--- src/core/fss_pkg.sv ---
package fss_pkg;

   // ------------------------------------------------------------
   // Register map
   // ------------------------------------------------------------
   localparam logic [7:0]  ADR_CTRL   = 8'h00;
   localparam logic [7:0]  ADR_LENGTH = 8'h04;
   localparam logic [7:0]  ADR_STATUS = 8'h08;

   // Start-up modes: bit 0 synchronized to done line, bit 1 user clock
   localparam logic [1:0]  CFGCLK_FREE_STARTUP    = 2'h0;
   localparam logic [1:0]  CFGCLK_SYNCED_STARTUP  = 2'h1;
   localparam logic [1:0]  USERCLK_FREE_STARTUP   = 2'h2;
   localparam logic [1:0]  USERCLK_SYNCED_STARTUP = 2'h3;

   // Control field positions
   localparam int          CT_MODE    = 0;
   localparam int          CT_PULLUP  = 2;
   localparam int          CT_DONE    = 3;
   localparam int          CT_FF      = 6;
   localparam int          CT_IO      = 9;
   localparam int          CT_SKIP    = 12;
   localparam int          CT_KEEP    = 13;
   localparam int          CT_NOGSR   = 14;
   localparam int          CT_NOIOZ   = 15;
   localparam int          CT_NORAM   = 16;

   localparam logic [31:0] CTRL_MASK  = 32'h0001_FFFF;
   localparam logic [31:0] LEN_MASK   = 32'h00FF_FFFF;
   localparam logic [31:0] CTRL_RST   = 32'h0000_000D;
   localparam logic [31:0] LEN_RST    = 32'h0000_0000;

   localparam logic [2:0]  MAX_DELAY  = 3'h4;
   localparam logic [1:0]  INIT_HIGH  = 2'h2;
   localparam logic [3:0]  CNT_SAT    = 4'hF;

   // Synchronised pin indices
   localparam int          PIN_CONFIG_CLOCK   = 0;
   localparam int          PIN_USER_STARTUP_CLOCK   = 1;
   localparam int          PIN_DONE   = 2;
   localparam int          PIN_INIT   = 3;
   localparam int          PIN_PROG   = 4;
   localparam int          PIN_RST    = 5;
   localparam int          NPIN       = 6;

   typedef enum logic [2:0] {ST_INIT, ST_CONFIG, ST_STARTUP, ST_OPERATE, ST_CLEAR} fss_state_e;

   typedef struct packed {
      logic        cyc;
      logic        stb;
      logic        we;
      logic [7:0]  adr;
      logic [3:0]  sel;
      logic [31:0] dat;
   } fss_wb_req_s;

   // Options captured by one configuration, applied to the next
   typedef struct packed {
      logic skip_clear;
      logic keep_running;
      logic no_gsr;
      logic no_ioz;
      logic no_ram_clear;
   } fss_opt_s;

endpackage

--- src/core/fss_sequencer.sv ---
// The Wishbone interface to the registers and the placing of the registers were chosen for this implementation.
`timescale 1ns/10ps
// Functional notes
// - During configuration unused I/Os float with internal pull-up enabled.
// - During configuration hold cell flip-flops set/reset, float internal bidir buffers.
// - Combinational logic works as soon as its configuration is written.
// - Start-up begins when clock count equals length and end frame seen.
// - Done, flip-flop release and I/O activation order is programmable.
// - Four start-up modes; user-clock modes time events from user clock.
// - Synced modes: release follows done line rise plus selected clock edges.
// - Free modes: release counts start-up clock edges, done line ignored.
// - Done pin is open drain with default-on optional pull-up.
// - Default synced config-clock mode releases done on first clock edge.
// - Outside party holding done low withholds release in synced mode.
// - Each release is immediate or one to four edges after done high.
// - By default both releases follow done high immediately.
// - Low program pulse clears memory, floats I/Os, samples modes, reconfigures.
// - After reconfiguration the done output is released.
// - Stored option skips configuration memory clear on reconfiguration.
// - Option keeps logic running during partial reconfiguration.
// - Stored options disable set/reset, I/O floating, RAM clear next time.
// - Modes sampled and configuration entered after init high two cycles.
// - In start-up or operation reset is ignored; only program restarts.
module fss_sequencer
   import fss_pkg::*;
(
   input  wire logic        clk,
   input  wire logic        resetn,
   input  wire fss_wb_req_s wb_req,
   output logic             wb_ack,
   output logic [31:0]      wb_rdata,
   input  wire logic        config_clock,
   input  wire logic        user_startup_clock,
   input  wire logic        init_in,
   input  wire logic        program_request_n,
   input  wire logic        cfg_reset_n,
   input  wire logic [3:0]  mode_sel,
   input  wire logic        eoc_frame_written,
   input  wire logic        done_in,
   output logic             done_out,
   output logic             done_oe,
   output logic             done_pullup_en,
   output logic             io_hiz,
   output logic             io_pullup_en,
   output logic             logic_cell_hold,
   output logic             internal_bidir_hiz,
   output logic             comb_logic_live,
   output logic             cfg_mem_clear,
   output logic             user_ram_clear,
   output logic             startup_done
);

   typedef struct packed {
      logic [NPIN-1:0] meta;
      logic [NPIN-1:0] sync;
      logic            config_clock_prev;
      logic            user_startup_clock_prev;
      fss_state_e      st;
      logic [31:0]     ctrl;
      logic [31:0]     len;
      fss_opt_s        opt;
      logic [3:0]      mode;
      logic [3:0]      mode_meta;
      logic [3:0]      mode_sync;
      logic [1:0]      init_cnt;
      logic [23:0]     ccnt;
      logic            eoc;
      logic [3:0]      scnt;
      logic [3:0]      dcnt;
      logic            done_hi;
      logic            done_rel;
      logic            ff_rel;
      logic            io_act;
      logic            done_oe;
      logic            io_hiz;
      logic            io_pull;
      logic            lc_hold;
      logic            bidir_hiz;
      logic            comb_live;
      logic            oper;
      logic            mem_clear;
      logic            ram_clear;
      logic            ack;
      logic [31:0]     rdat;
   } fss_regs_s;

   fss_regs_s q;
   fss_regs_s n;
   logic      rst_meta;
   logic      rst_n;

   function automatic logic [3:0] clamp_delay(input logic [2:0] f);
      clamp_delay = (f > MAX_DELAY) ? {1'b0, MAX_DELAY} : {1'b0, f};
   endfunction

   // ------------------------------------------------------------
   // Reset release
   // ------------------------------------------------------------
   always_ff @(posedge clk or negedge resetn)
   begin
      if (!resetn)
      begin
         rst_meta <= 1'b0;
         rst_n    <= 1'b0;
      end
      else
      begin
         rst_meta <= 1'b1;
         rst_n    <= rst_meta;
      end
   end

   // ------------------------------------------------------------
   // Decoded controls
   // ------------------------------------------------------------
   logic       is_sync;
   logic       config_clock_rise;
   logic       st_edge;
   logic [3:0] done_dly;
   logic [3:0] ff_dly;
   logic [3:0] io_dly;
   logic       gsr_force;
   logic       ioz_force;
   logic       bus_acc;

   always_comb
   begin
      is_sync   = q.ctrl[CT_MODE];
      config_clock_rise = q.sync[PIN_CONFIG_CLOCK] & ~q.config_clock_prev;
      st_edge   = q.ctrl[CT_MODE+1] ? (q.sync[PIN_USER_STARTUP_CLOCK] & ~q.user_startup_clock_prev) : config_clock_rise;
      done_dly  = {1'b0, q.ctrl[CT_DONE +: 3]};
      ff_dly    = clamp_delay(q.ctrl[CT_FF +: 3]);
      io_dly    = clamp_delay(q.ctrl[CT_IO +: 3]);
      gsr_force = ~q.opt.no_gsr & ~q.opt.keep_running;
      ioz_force = ~q.opt.no_ioz & ~q.opt.keep_running;
      bus_acc   = wb_req.cyc & wb_req.stb & ~q.ack;
   end

   // ------------------------------------------------------------
   // Next state
   // ------------------------------------------------------------
   always_comb
   begin
      n           = q;
      n.meta      = {cfg_reset_n, program_request_n, init_in, done_in,
                     user_startup_clock, config_clock};
      n.sync      = q.meta;
      n.config_clock_prev = q.sync[PIN_CONFIG_CLOCK];
      n.user_startup_clock_prev = q.sync[PIN_USER_STARTUP_CLOCK];
      n.mode_meta = mode_sel;
      n.mode_sync = q.mode_meta;
      n.mem_clear = 1'b0;
      n.ram_clear = 1'b0;

      case (q.st)
         ST_INIT:
         begin
            n.init_cnt = !q.sync[PIN_INIT] ? 2'h0 :
                         (q.init_cnt == INIT_HIGH) ? q.init_cnt : q.init_cnt + 2'h1;
            if (q.init_cnt == INIT_HIGH && q.sync[PIN_INIT] &&
                q.sync[PIN_PROG] && q.sync[PIN_RST])
            begin
               n.mode = q.mode_sync;
               n.st   = ST_CONFIG;
               n.ccnt = 24'h0;
               n.eoc  = 1'b0;
            end
         end
         ST_CONFIG:
         begin
            if (config_clock_rise)
               n.ccnt = q.ccnt + 24'h1;
            n.eoc = q.eoc | eoc_frame_written;
            if (!q.sync[PIN_PROG] || !q.sync[PIN_RST])
               n.st = ST_INIT;
            else if (q.ccnt == q.len[23:0] && q.eoc)
            begin
               n.st       = ST_STARTUP;
               n.scnt     = 4'h0;
               n.dcnt     = 4'h0;
               n.done_hi  = 1'b0;
               n.done_rel = 1'b0;
               n.ff_rel   = 1'b0;
               n.io_act   = 1'b0;
               n.opt      = '{skip_clear:   q.ctrl[CT_SKIP],
                              keep_running: q.ctrl[CT_KEEP],
                              no_gsr:       q.ctrl[CT_NOGSR],
                              no_ioz:       q.ctrl[CT_NOIOZ],
                              no_ram_clear: q.ctrl[CT_NORAM]};
            end
         end
         ST_STARTUP:
         begin
            if (st_edge)
            begin
               if (q.scnt != CNT_SAT)
                  n.scnt = q.scnt + 4'h1;
               // Line is only trusted once our own done is off it
               n.done_hi = q.sync[PIN_DONE] & q.done_rel;
               if (q.done_hi && q.dcnt != CNT_SAT)
                  n.dcnt = q.dcnt + 4'h1;
            end
            n.done_rel = q.done_rel | (n.scnt >= done_dly);
            if (is_sync)
            begin
               n.ff_rel = q.ff_rel | (q.done_hi & (q.dcnt >= ff_dly));
               n.io_act = q.io_act | (q.done_hi & (q.dcnt >= io_dly));
            end
            else
            begin
               n.ff_rel = q.ff_rel | (q.scnt >= ff_dly);
               n.io_act = q.io_act | (q.scnt >= io_dly);
            end
            if (q.done_rel && q.ff_rel && q.io_act)
               n.st = ST_OPERATE;
            if (!q.sync[PIN_PROG])
               n.st = ST_CLEAR;
         end
         ST_OPERATE:
         begin
            if (!q.sync[PIN_PROG])
               n.st = ST_CLEAR;
         end
         ST_CLEAR:
         begin
            n.mem_clear = ~q.opt.skip_clear;
            n.ram_clear = ~q.opt.no_ram_clear;
            n.init_cnt  = 2'h0;
            n.st        = ST_INIT;
         end
         default:
         begin
            n.st = ST_INIT;
         end
      endcase

      n.oper = (n.st == ST_OPERATE);

      // Pin and cell controls follow the state being entered
      case (n.st)
         ST_STARTUP:
         begin
            n.done_oe   = ~n.done_rel;
            n.io_hiz    = ~n.io_act;
            n.io_pull   = ~n.io_act;
            n.lc_hold   = ~n.ff_rel;
            n.bidir_hiz = ~n.ff_rel;
            n.comb_live = 1'b1;
         end
         ST_OPERATE:
         begin
            n.done_oe   = 1'b0;
            n.io_hiz    = 1'b0;
            n.io_pull   = 1'b0;
            n.lc_hold   = 1'b0;
            n.bidir_hiz = 1'b0;
            n.comb_live = 1'b1;
         end
         default:
         begin
            n.done_oe   = 1'b1;
            n.io_hiz    = ioz_force;
            n.io_pull   = ioz_force;
            n.lc_hold   = gsr_force;
            n.bidir_hiz = gsr_force;
            n.comb_live = (n.st == ST_CONFIG) | q.opt.keep_running;
         end
      endcase

      // Wishbone classic slave, one wait state, unmapped reads zero
      n.ack = bus_acc;
      // Write lands on the edge at which the master samples ack
      if (wb_req.cyc && wb_req.stb && wb_req.we && q.ack)
      begin
         for (int i = 0; i < 4; i++)
         begin
            if (wb_req.sel[i] && wb_req.adr == ADR_CTRL)
               n.ctrl[8*i +: 8] = wb_req.dat[8*i +: 8];
            if (wb_req.sel[i] && wb_req.adr == ADR_LENGTH)
               n.len[8*i +: 8] = wb_req.dat[8*i +: 8];
         end
         n.ctrl = n.ctrl & CTRL_MASK;
         n.len  = n.len & LEN_MASK;
      end
      case (wb_req.adr)
         ADR_CTRL:   n.rdat = q.ctrl;
         ADR_LENGTH: n.rdat = q.len;
         ADR_STATUS: n.rdat = {10'h0, q.opt, q.mode, q.sync[PIN_DONE], q.eoc, q.io_act,
                               q.ff_rel, q.done_rel, 5'h0, q.st};
         default:    n.rdat = 32'h0;
      endcase
   end

   always_ff @(posedge clk or negedge rst_n)
   begin
      if (!rst_n)
      begin
         q           <= '0;
         q.ctrl      <= CTRL_RST;
         q.len       <= LEN_RST;
         q.done_oe   <= 1'b1;
         q.io_hiz    <= 1'b1;
         q.io_pull   <= 1'b1;
         q.lc_hold   <= 1'b1;
         q.bidir_hiz <= 1'b1;
      end
      else
         q <= n;
   end

   // ------------------------------------------------------------
   // Outputs
   // ------------------------------------------------------------
   assign wb_ack             = q.ack;
   assign wb_rdata           = q.rdat;
   assign done_out           = 1'b0;
   assign done_oe            = q.done_oe;
   assign done_pullup_en     = q.ctrl[CT_PULLUP];
   assign io_hiz             = q.io_hiz;
   assign io_pullup_en       = q.io_pull;
   assign logic_cell_hold    = q.lc_hold;
   assign internal_bidir_hiz = q.bidir_hiz;
   assign comb_logic_live    = q.comb_live;
   assign cfg_mem_clear      = q.mem_clear;
   assign user_ram_clear     = q.ram_clear;
   assign startup_done       = q.oper;
endmodule

--- config.mk ---
export PLATFORM = sky130hd
export DESIGN_NAME = fss_sequencer
export DESIGN_NICKNAME = d
export VERILOG_FILES = /design/src/core/fss_pkg.sv /design/src/core/fss_sequencer.sv
export SDC_FILE = /design/constraint.sdc
export NUM_CORES = 1
export LEC_CHECK = 0
export BUFFER_PORTS_ARGS = -buffer_cell sky130_fd_sc_hd__buf_4
export CORE_ASPECT_RATIO = 0.6
export CORE_MARGIN = 4
export CORE_UTILIZATION = 50
export DETAILED_ROUTE_END_ITERATION = 10
export PLACE_DENSITY = 0.76
export SLEW_MARGIN = 10
export SYNTH_ARGS = -nofsm -noshare
export SYNTH_HDL_FRONTEND = slang
export SYNTH_SLANG_ARGS = --single-unit
--- constraint.sdc ---
create_clock -name clk -period 3.98 [get_ports clk]
set_input_delay 0.199 -clock clk [delete_from_list [all_inputs] [get_ports clk]]
set_output_delay 0.199 -clock clk [all_outputs]
set_load 0.03 [all_outputs]
Word level (Yosys, flattened, before mapping)
Index checks and enable logic that the tools add are counted.
{"block": "word_totals", "reg_bits": 158, "input_bits": 60, "out_inout_bits": 44}
{"block": "classes", "n_addsub": 4, "order_cmp": 7, "eq_ne": 20, "muxes": 27, "bitwise": 28, "reduce_logical": 38}
{"op": "24-bit one-hot mux with 3 select lines", "n": 1}
{"op": "25-bit one-hot mux with 2 select lines", "n": 1}
{"op": "25-bit 2-to-1 mux", "n": 1}
{"op": "24-bit by 1-bit adder with 24-bit output (second input constant)", "n": 1}
{"op": "24-bit equality test", "n": 1}
{"op": "12-bit 2-to-1 mux", "n": 2}
{"op": "24-bit 2-to-1 mux", "n": 1}
{"op": "3-bit 2-to-1 mux", "n": 8}
{"op": "12-bit one-hot mux with 2 select lines", "n": 1}
{"op": "4-bit by 3-bit >= comparator with 1-bit output", "n": 5}
{"op": "9-bit 2-to-1 mux", "n": 2}
{"op": "2-bit AND reduction", "n": 9}
{"op": "1-bit logical AND", "n": 16}
{"op": "3-bit by 2-bit equality test with 1-bit output (second input constant)", "n": 4}
{"op": "2-bit != test (second input constant)", "n": 6}
{"op": "1-bit inverter", "n": 12}
{"op": "3-bit one-hot mux with 4 select lines", "n": 1}
{"op": "6-bit one-hot mux with 2 select lines", "n": 1}
{"op": "1-bit bitwise AND", "n": 9}
{"op": "3-bit AND reduction", "n": 3}
{"op": "4-bit by 1-bit adder with 4-bit output (second input constant)", "n": 2}
{"op": "8-bit by 3-bit equality test with 1-bit output (second input constant)", "n": 1}
{"op": "8-bit by 4-bit equality test with 1-bit output (second input constant)", "n": 1}
{"op": "8-bit logical NOT", "n": 1}
{"op": "other kinds (18)", "n": 34}

Longest topological paths before layout
{"block": "depth", "word_depth": 10, "ltp_mapped": 11, "mapped_depth_nobuf": 11}

Worst setup path before layout
OpenSTA, ideal clock, no wires.
{"block": "synth_timing", "path_kind": "register -> register", "from": "register q[166] in the netlist's numbering", "to": "register done_oe (netlist name)", "setup_ps": 79, "t_arrival_ps": 2270, "required_time_ps": 3901, "path_slack_ps": 1632, "path_stages_with_launch": 11, "n_path_buf": 0, "synth_period_minus_slack_ps": 2348, "cell_sequence": "dfrtp_1 > nand2b_1 > o21ai_1 > nand2_1 > mux2_2 > ha_1 > a21o_1 > a21oi_1 > o21ai_0 > a22o_1 > o21ai_0"}
{"element": "from (decl)", "line_no": "fss_sequencer.sv:87", "rtl": "fss_regs_s q;"}
{"element": "from (signal assigned)", "line_no": "fss_sequencer.sv:308", "rtl": "q <= n;"}

Final worst setup path
{"block": "layout_timing", "from": "register q[162] in the netlist's numbering", "to": "register q[72] in the netlist's numbering"}
{"block": "layout_via", "elab_chain_cells": 3, "elab_cells_between_ends": 7, "classes_between": "eq/ne: 3; mux: 1; reduce/logical: 3"}
{"element": "3-bit by 1-bit equality test with 1-bit output or 3-bit logical NOT (tied branches)", "line_no": "fss_sequencer.sv:155", "rtl": "case (q.st)"}
{"element": "2-bit != test (no line) or 2-bit nonzero test (tied branches)"}
{"element": "3-bit AND reduction (no line)"}
Several ways; a longest one is shown, not always the timed one.
A chain may end at the register's enable or synchronous reset.

==> results.md <==
- First-iteration detailed-routing DRC count: 336
- Global-route wire length before repair: 26.9 mm
- Largest net degree at the start of global routing: 78
- Most used DFF post-synth: dfrtp_1
- Post-Layout Cell Count: 874
- Post-CTS Resized: 0
- Cell variety after synth: 52
- DRT Pass-1 Iters: 5
- Total gr overflow: 0
- CP Max Fanout: 10
- I/O pin count: around 100
- Hold path cells: 2
- Cells after Synth: 622
- Static Leak: 4.13 nW
- Status: finished, final reports clean
- Multi-input gate area: around 2800 sq um
- Antenna-violating nets left: 0
- Num rows: 32
- YS warnings: 0
- Final hold vios: 0
- Tmin final: 2.92 ns
- Fin Setup TNS: 0 ns
- Chip height: approximately 99 um
- Max Root-Sink Buffers: 2
- Post-synth ARST share: 1.00
- Post-layout instance area: about 8000 sq um
- Clock Pin Slew Worst Setup and Hold Paths: approximately 0.060 ns
- DRC: 0
- DP Cell Count: between 800 and 900
- Share of cells above drive strength 1: 0.253
- Post-CTS Setup Inserts: 0
- Root Driver: clkbuf_16
- Full die area: 15800 sq um
- Post-synth EDFFs: 0
- Register area: 3710 sq um
- Worst skew pair latency: approximately 0.42 ns
- Max H-tree Level: 4
- # clock sinks: 148
- Hold bufs inserted after CTS: 11
- Max Clk Rate: roughly 340 MHz
- Seq cells post-synth: 148
- CP Launch Type: flip-flop
- Placed Area: about 7500 sq um
- Synth Cell Area: between 6000 and 7000 sq um
- Syn Area/Cell: 11.1 sq um
- Met2 usage: 0.308
- Clock tree from TritonCTS: done
- Global Route Usage Sum: 0.217
- R2R depth: 6
- Largest area contributor in the synthesized netlist: dfrtp_1
- Via Count: 4957
- Register area share after synthesis: 0.536
- Tightest Pin Transition: ~1.1 ns
- Total Wirelength: 16.6 mm
- Setup Skew: 0.00928 ns
- Antenna diode count: 0
- Worst Path Required: 4.32 ns
- Placement Setup Slack: 1.06 ns
- GR peak layer: met1
- Maxcap violations: 0
- RSZ-0062 raised after global routing: no
- Critical path class: flip-flop to flip-flop
- Initial antenna violation count: 0
- Clock buffer count from CTS: 17
- Crit share post-route: 0.733
- Layout Nets: 770
- Final total power: 3.64 mW
- Post-route setup slack: about 1.1 ns
- Hold crit path type: primary input to flip-flop
- Yosys top cell area share: 0.513
- Area contributors post-synth: dfrtp_1 (51%), mux2_2 (6.8%), buf_4 (4.0%)
- Maximum vdd ir drop: 0.259 mV
- Fill count: between 1000 and 1500
- Gp weighted congestion: 0.953
- Max Slew Vio Count: 0
- WL/cell: about 19 um
- Vias per inst: 5.67
- Initial Util: 0.525
- Critical path arrival: around 3.3 ns
- Port Buffers: between 80 and 90
- Crit end category: flip-flop
- Pwr dens: approximately 440 nW/um^2
- Core ar.: 13200 sq um
- Final setup viols: 0
- Die X: about 160 um
- Grt met3 use: 0.0770
- Slew margin rel.: 0.275
- Post-detail-place hpwl: 12.0 mm
- Area Overhead vs Synth: 18.4%
- Number of global-route vias before repair: 5018
- Global Route met1 Usage: 0.323
==> sequential cells by signal, indices dropped and copies added, names as in the netlist, 3 cells and up <==
| name | cells |
|---|---|
| done_dly | 3 |
| n | 12 |
| wb_rdata | 24 |
| q | 97 |
==> metal layers <==
| layer | wire [um] | vias up |
|---|---|---|
| li1 | - | 2261 |
| met1 | 7940 | 2456 |
| met2 | 7030 | 223 |
| met3 | 1510 | 17 |
| met4 | 154 | 0 |
| met5 | 0 | - |
==> synthesized netlist by cell type, drive strengths merged, types with 2 or more instances <==
cell	instances
a211oi	4
a21o	5
a21oi	31
a22o	7
a22oi	5
a31oi	2
and2	4
and3	14
and4	3
buf	46
clkbuf	13
conb	2
dfrtp	142
dfstp	6
ha	19
inv	12
mux2	47
mux2i	13
nand2	38
nand2b	9
nand3	18
nand4	6
nor2	66
nor2b	6
nor3	6
nor4	8
o2111ai	2
o211ai	2
o21a	2
o21ai	21
o32a	2
or3	8
or4	2
xnor2	11
xor2	31
==> area by class of cell <==
| type | count | area share |
|---|---|---|
| sequential | 148 | 0.453 |
| multi-input combinational | 411 | 0.345 |
| timing repair buffer | 101 | 0.0980 |
| clock buffer | 18 | 0.0524 |
| tap | 170 | 0.0260 |
| clock inverter | 14 | 0.0201 |
| inverter | 12 | 0.00550 |
==> stage by stage <==
stage	hold slack (ns)	utilization
floorplan	-0.0966	-
global placement	-0.0189	0.567
detailed placement	-0.0173	0.567
CTS	0.00171	0.621
global route	0.000883	0.622
finish	0.0127	0.622
==> worst max-delay path, stage by stage (launching register included) <==
cell and delay [ns]:
dfrtp_1 0.54, nor3b_2 0.66, nor2b_1 0.61, nor2_1 0.14, nand4b_1 0.35, or3_1 0.38
a21oi_1 0.16
==> cells in the final DEF (no fill, tap or decap), types with 7 or more instances in the layout <==
cell / synthesis / routed
nand3_1: 18 / 18
ha_1: 19 / 19
nor4_1: 7 / 7
xnor2_1: 11 / 11
inv_1: 12 / 12
or3_1: 8 / 8
o21ai_0: 20 / 20
buf_4: 37 / 87
mux2i_1: 13 / 13
nor2_1: 66 / 66
nand2_1: 38 / 38
conb_1: 2 / 10
mux2_2: 42 / 42
a21oi_1: 31 / 31
dfrtp_1: 142 / 141
a22o_1: 7 / 7
and3_1: 14 / 14
clkbuf_16: 0 / 17
xor2_1: 31 / 31
dlygate4sd3_1: 0 / 13
nand2b_1: 9 / 9
==> where the power goes <==
group / internal [mW] / total, mW / switching (mW) / leakage (nW)
Combinational: 0.174 / 0.361 / 0.187 / 1.90
Sequential: 1.57 / 1.66 / 0.0832 / 1.94
Clock: 0.944 / 1.62 / 0.679 / 0.291
Total: 2.69 / 3.64 / 0.948 / 4.13
==> final timing paths <==
| check | from | slack [ns] | endpoint |
|---|---|---|---|
| worst min-delay path | wb_req[20] | 0.01 | q[118]$_DFFE_PN0P_ |
| worst max register to register | q[162]$_DFF_PN0_ | 1.06 | q[72]$_DFFE_PN0P_ |
| worst min register to register | n[172]$_DFF_PN0_ | 0.34 | q[172]$_DFF_PN0_ |
| min in group asynchronous | resetn | 0.10 | rst_n$_DFF_PN0_ |
| worst max-delay path | q[162]$_DFF_PN0_ | 1.06 | q[72]$_DFFE_PN0P_ |
| max in group asynchronous | rst_n$_DFF_PN0_ | 2.54 | done_pullup_en$_DFFE_PN1P_ |
==> kinds of logic (layout without fill, tap and decap cells) <==
kind of cell | after synthesis | after routing | share of synthesized area
other cells | 2 | 10 | 0.00109
compound gates | 88 | 88 | 0.0796
simple gates | 192 | 192 | 0.137
flops | 148 | 148 | 0.536
buf+inv | 71 | 145 | 0.0609
xor+xnor | 42 | 42 | 0.0532
fa+ha+maj | 19 | 19 | 0.0344
mux | 60 | 60 | 0.0980
Power figures use the tool's default switching activity.
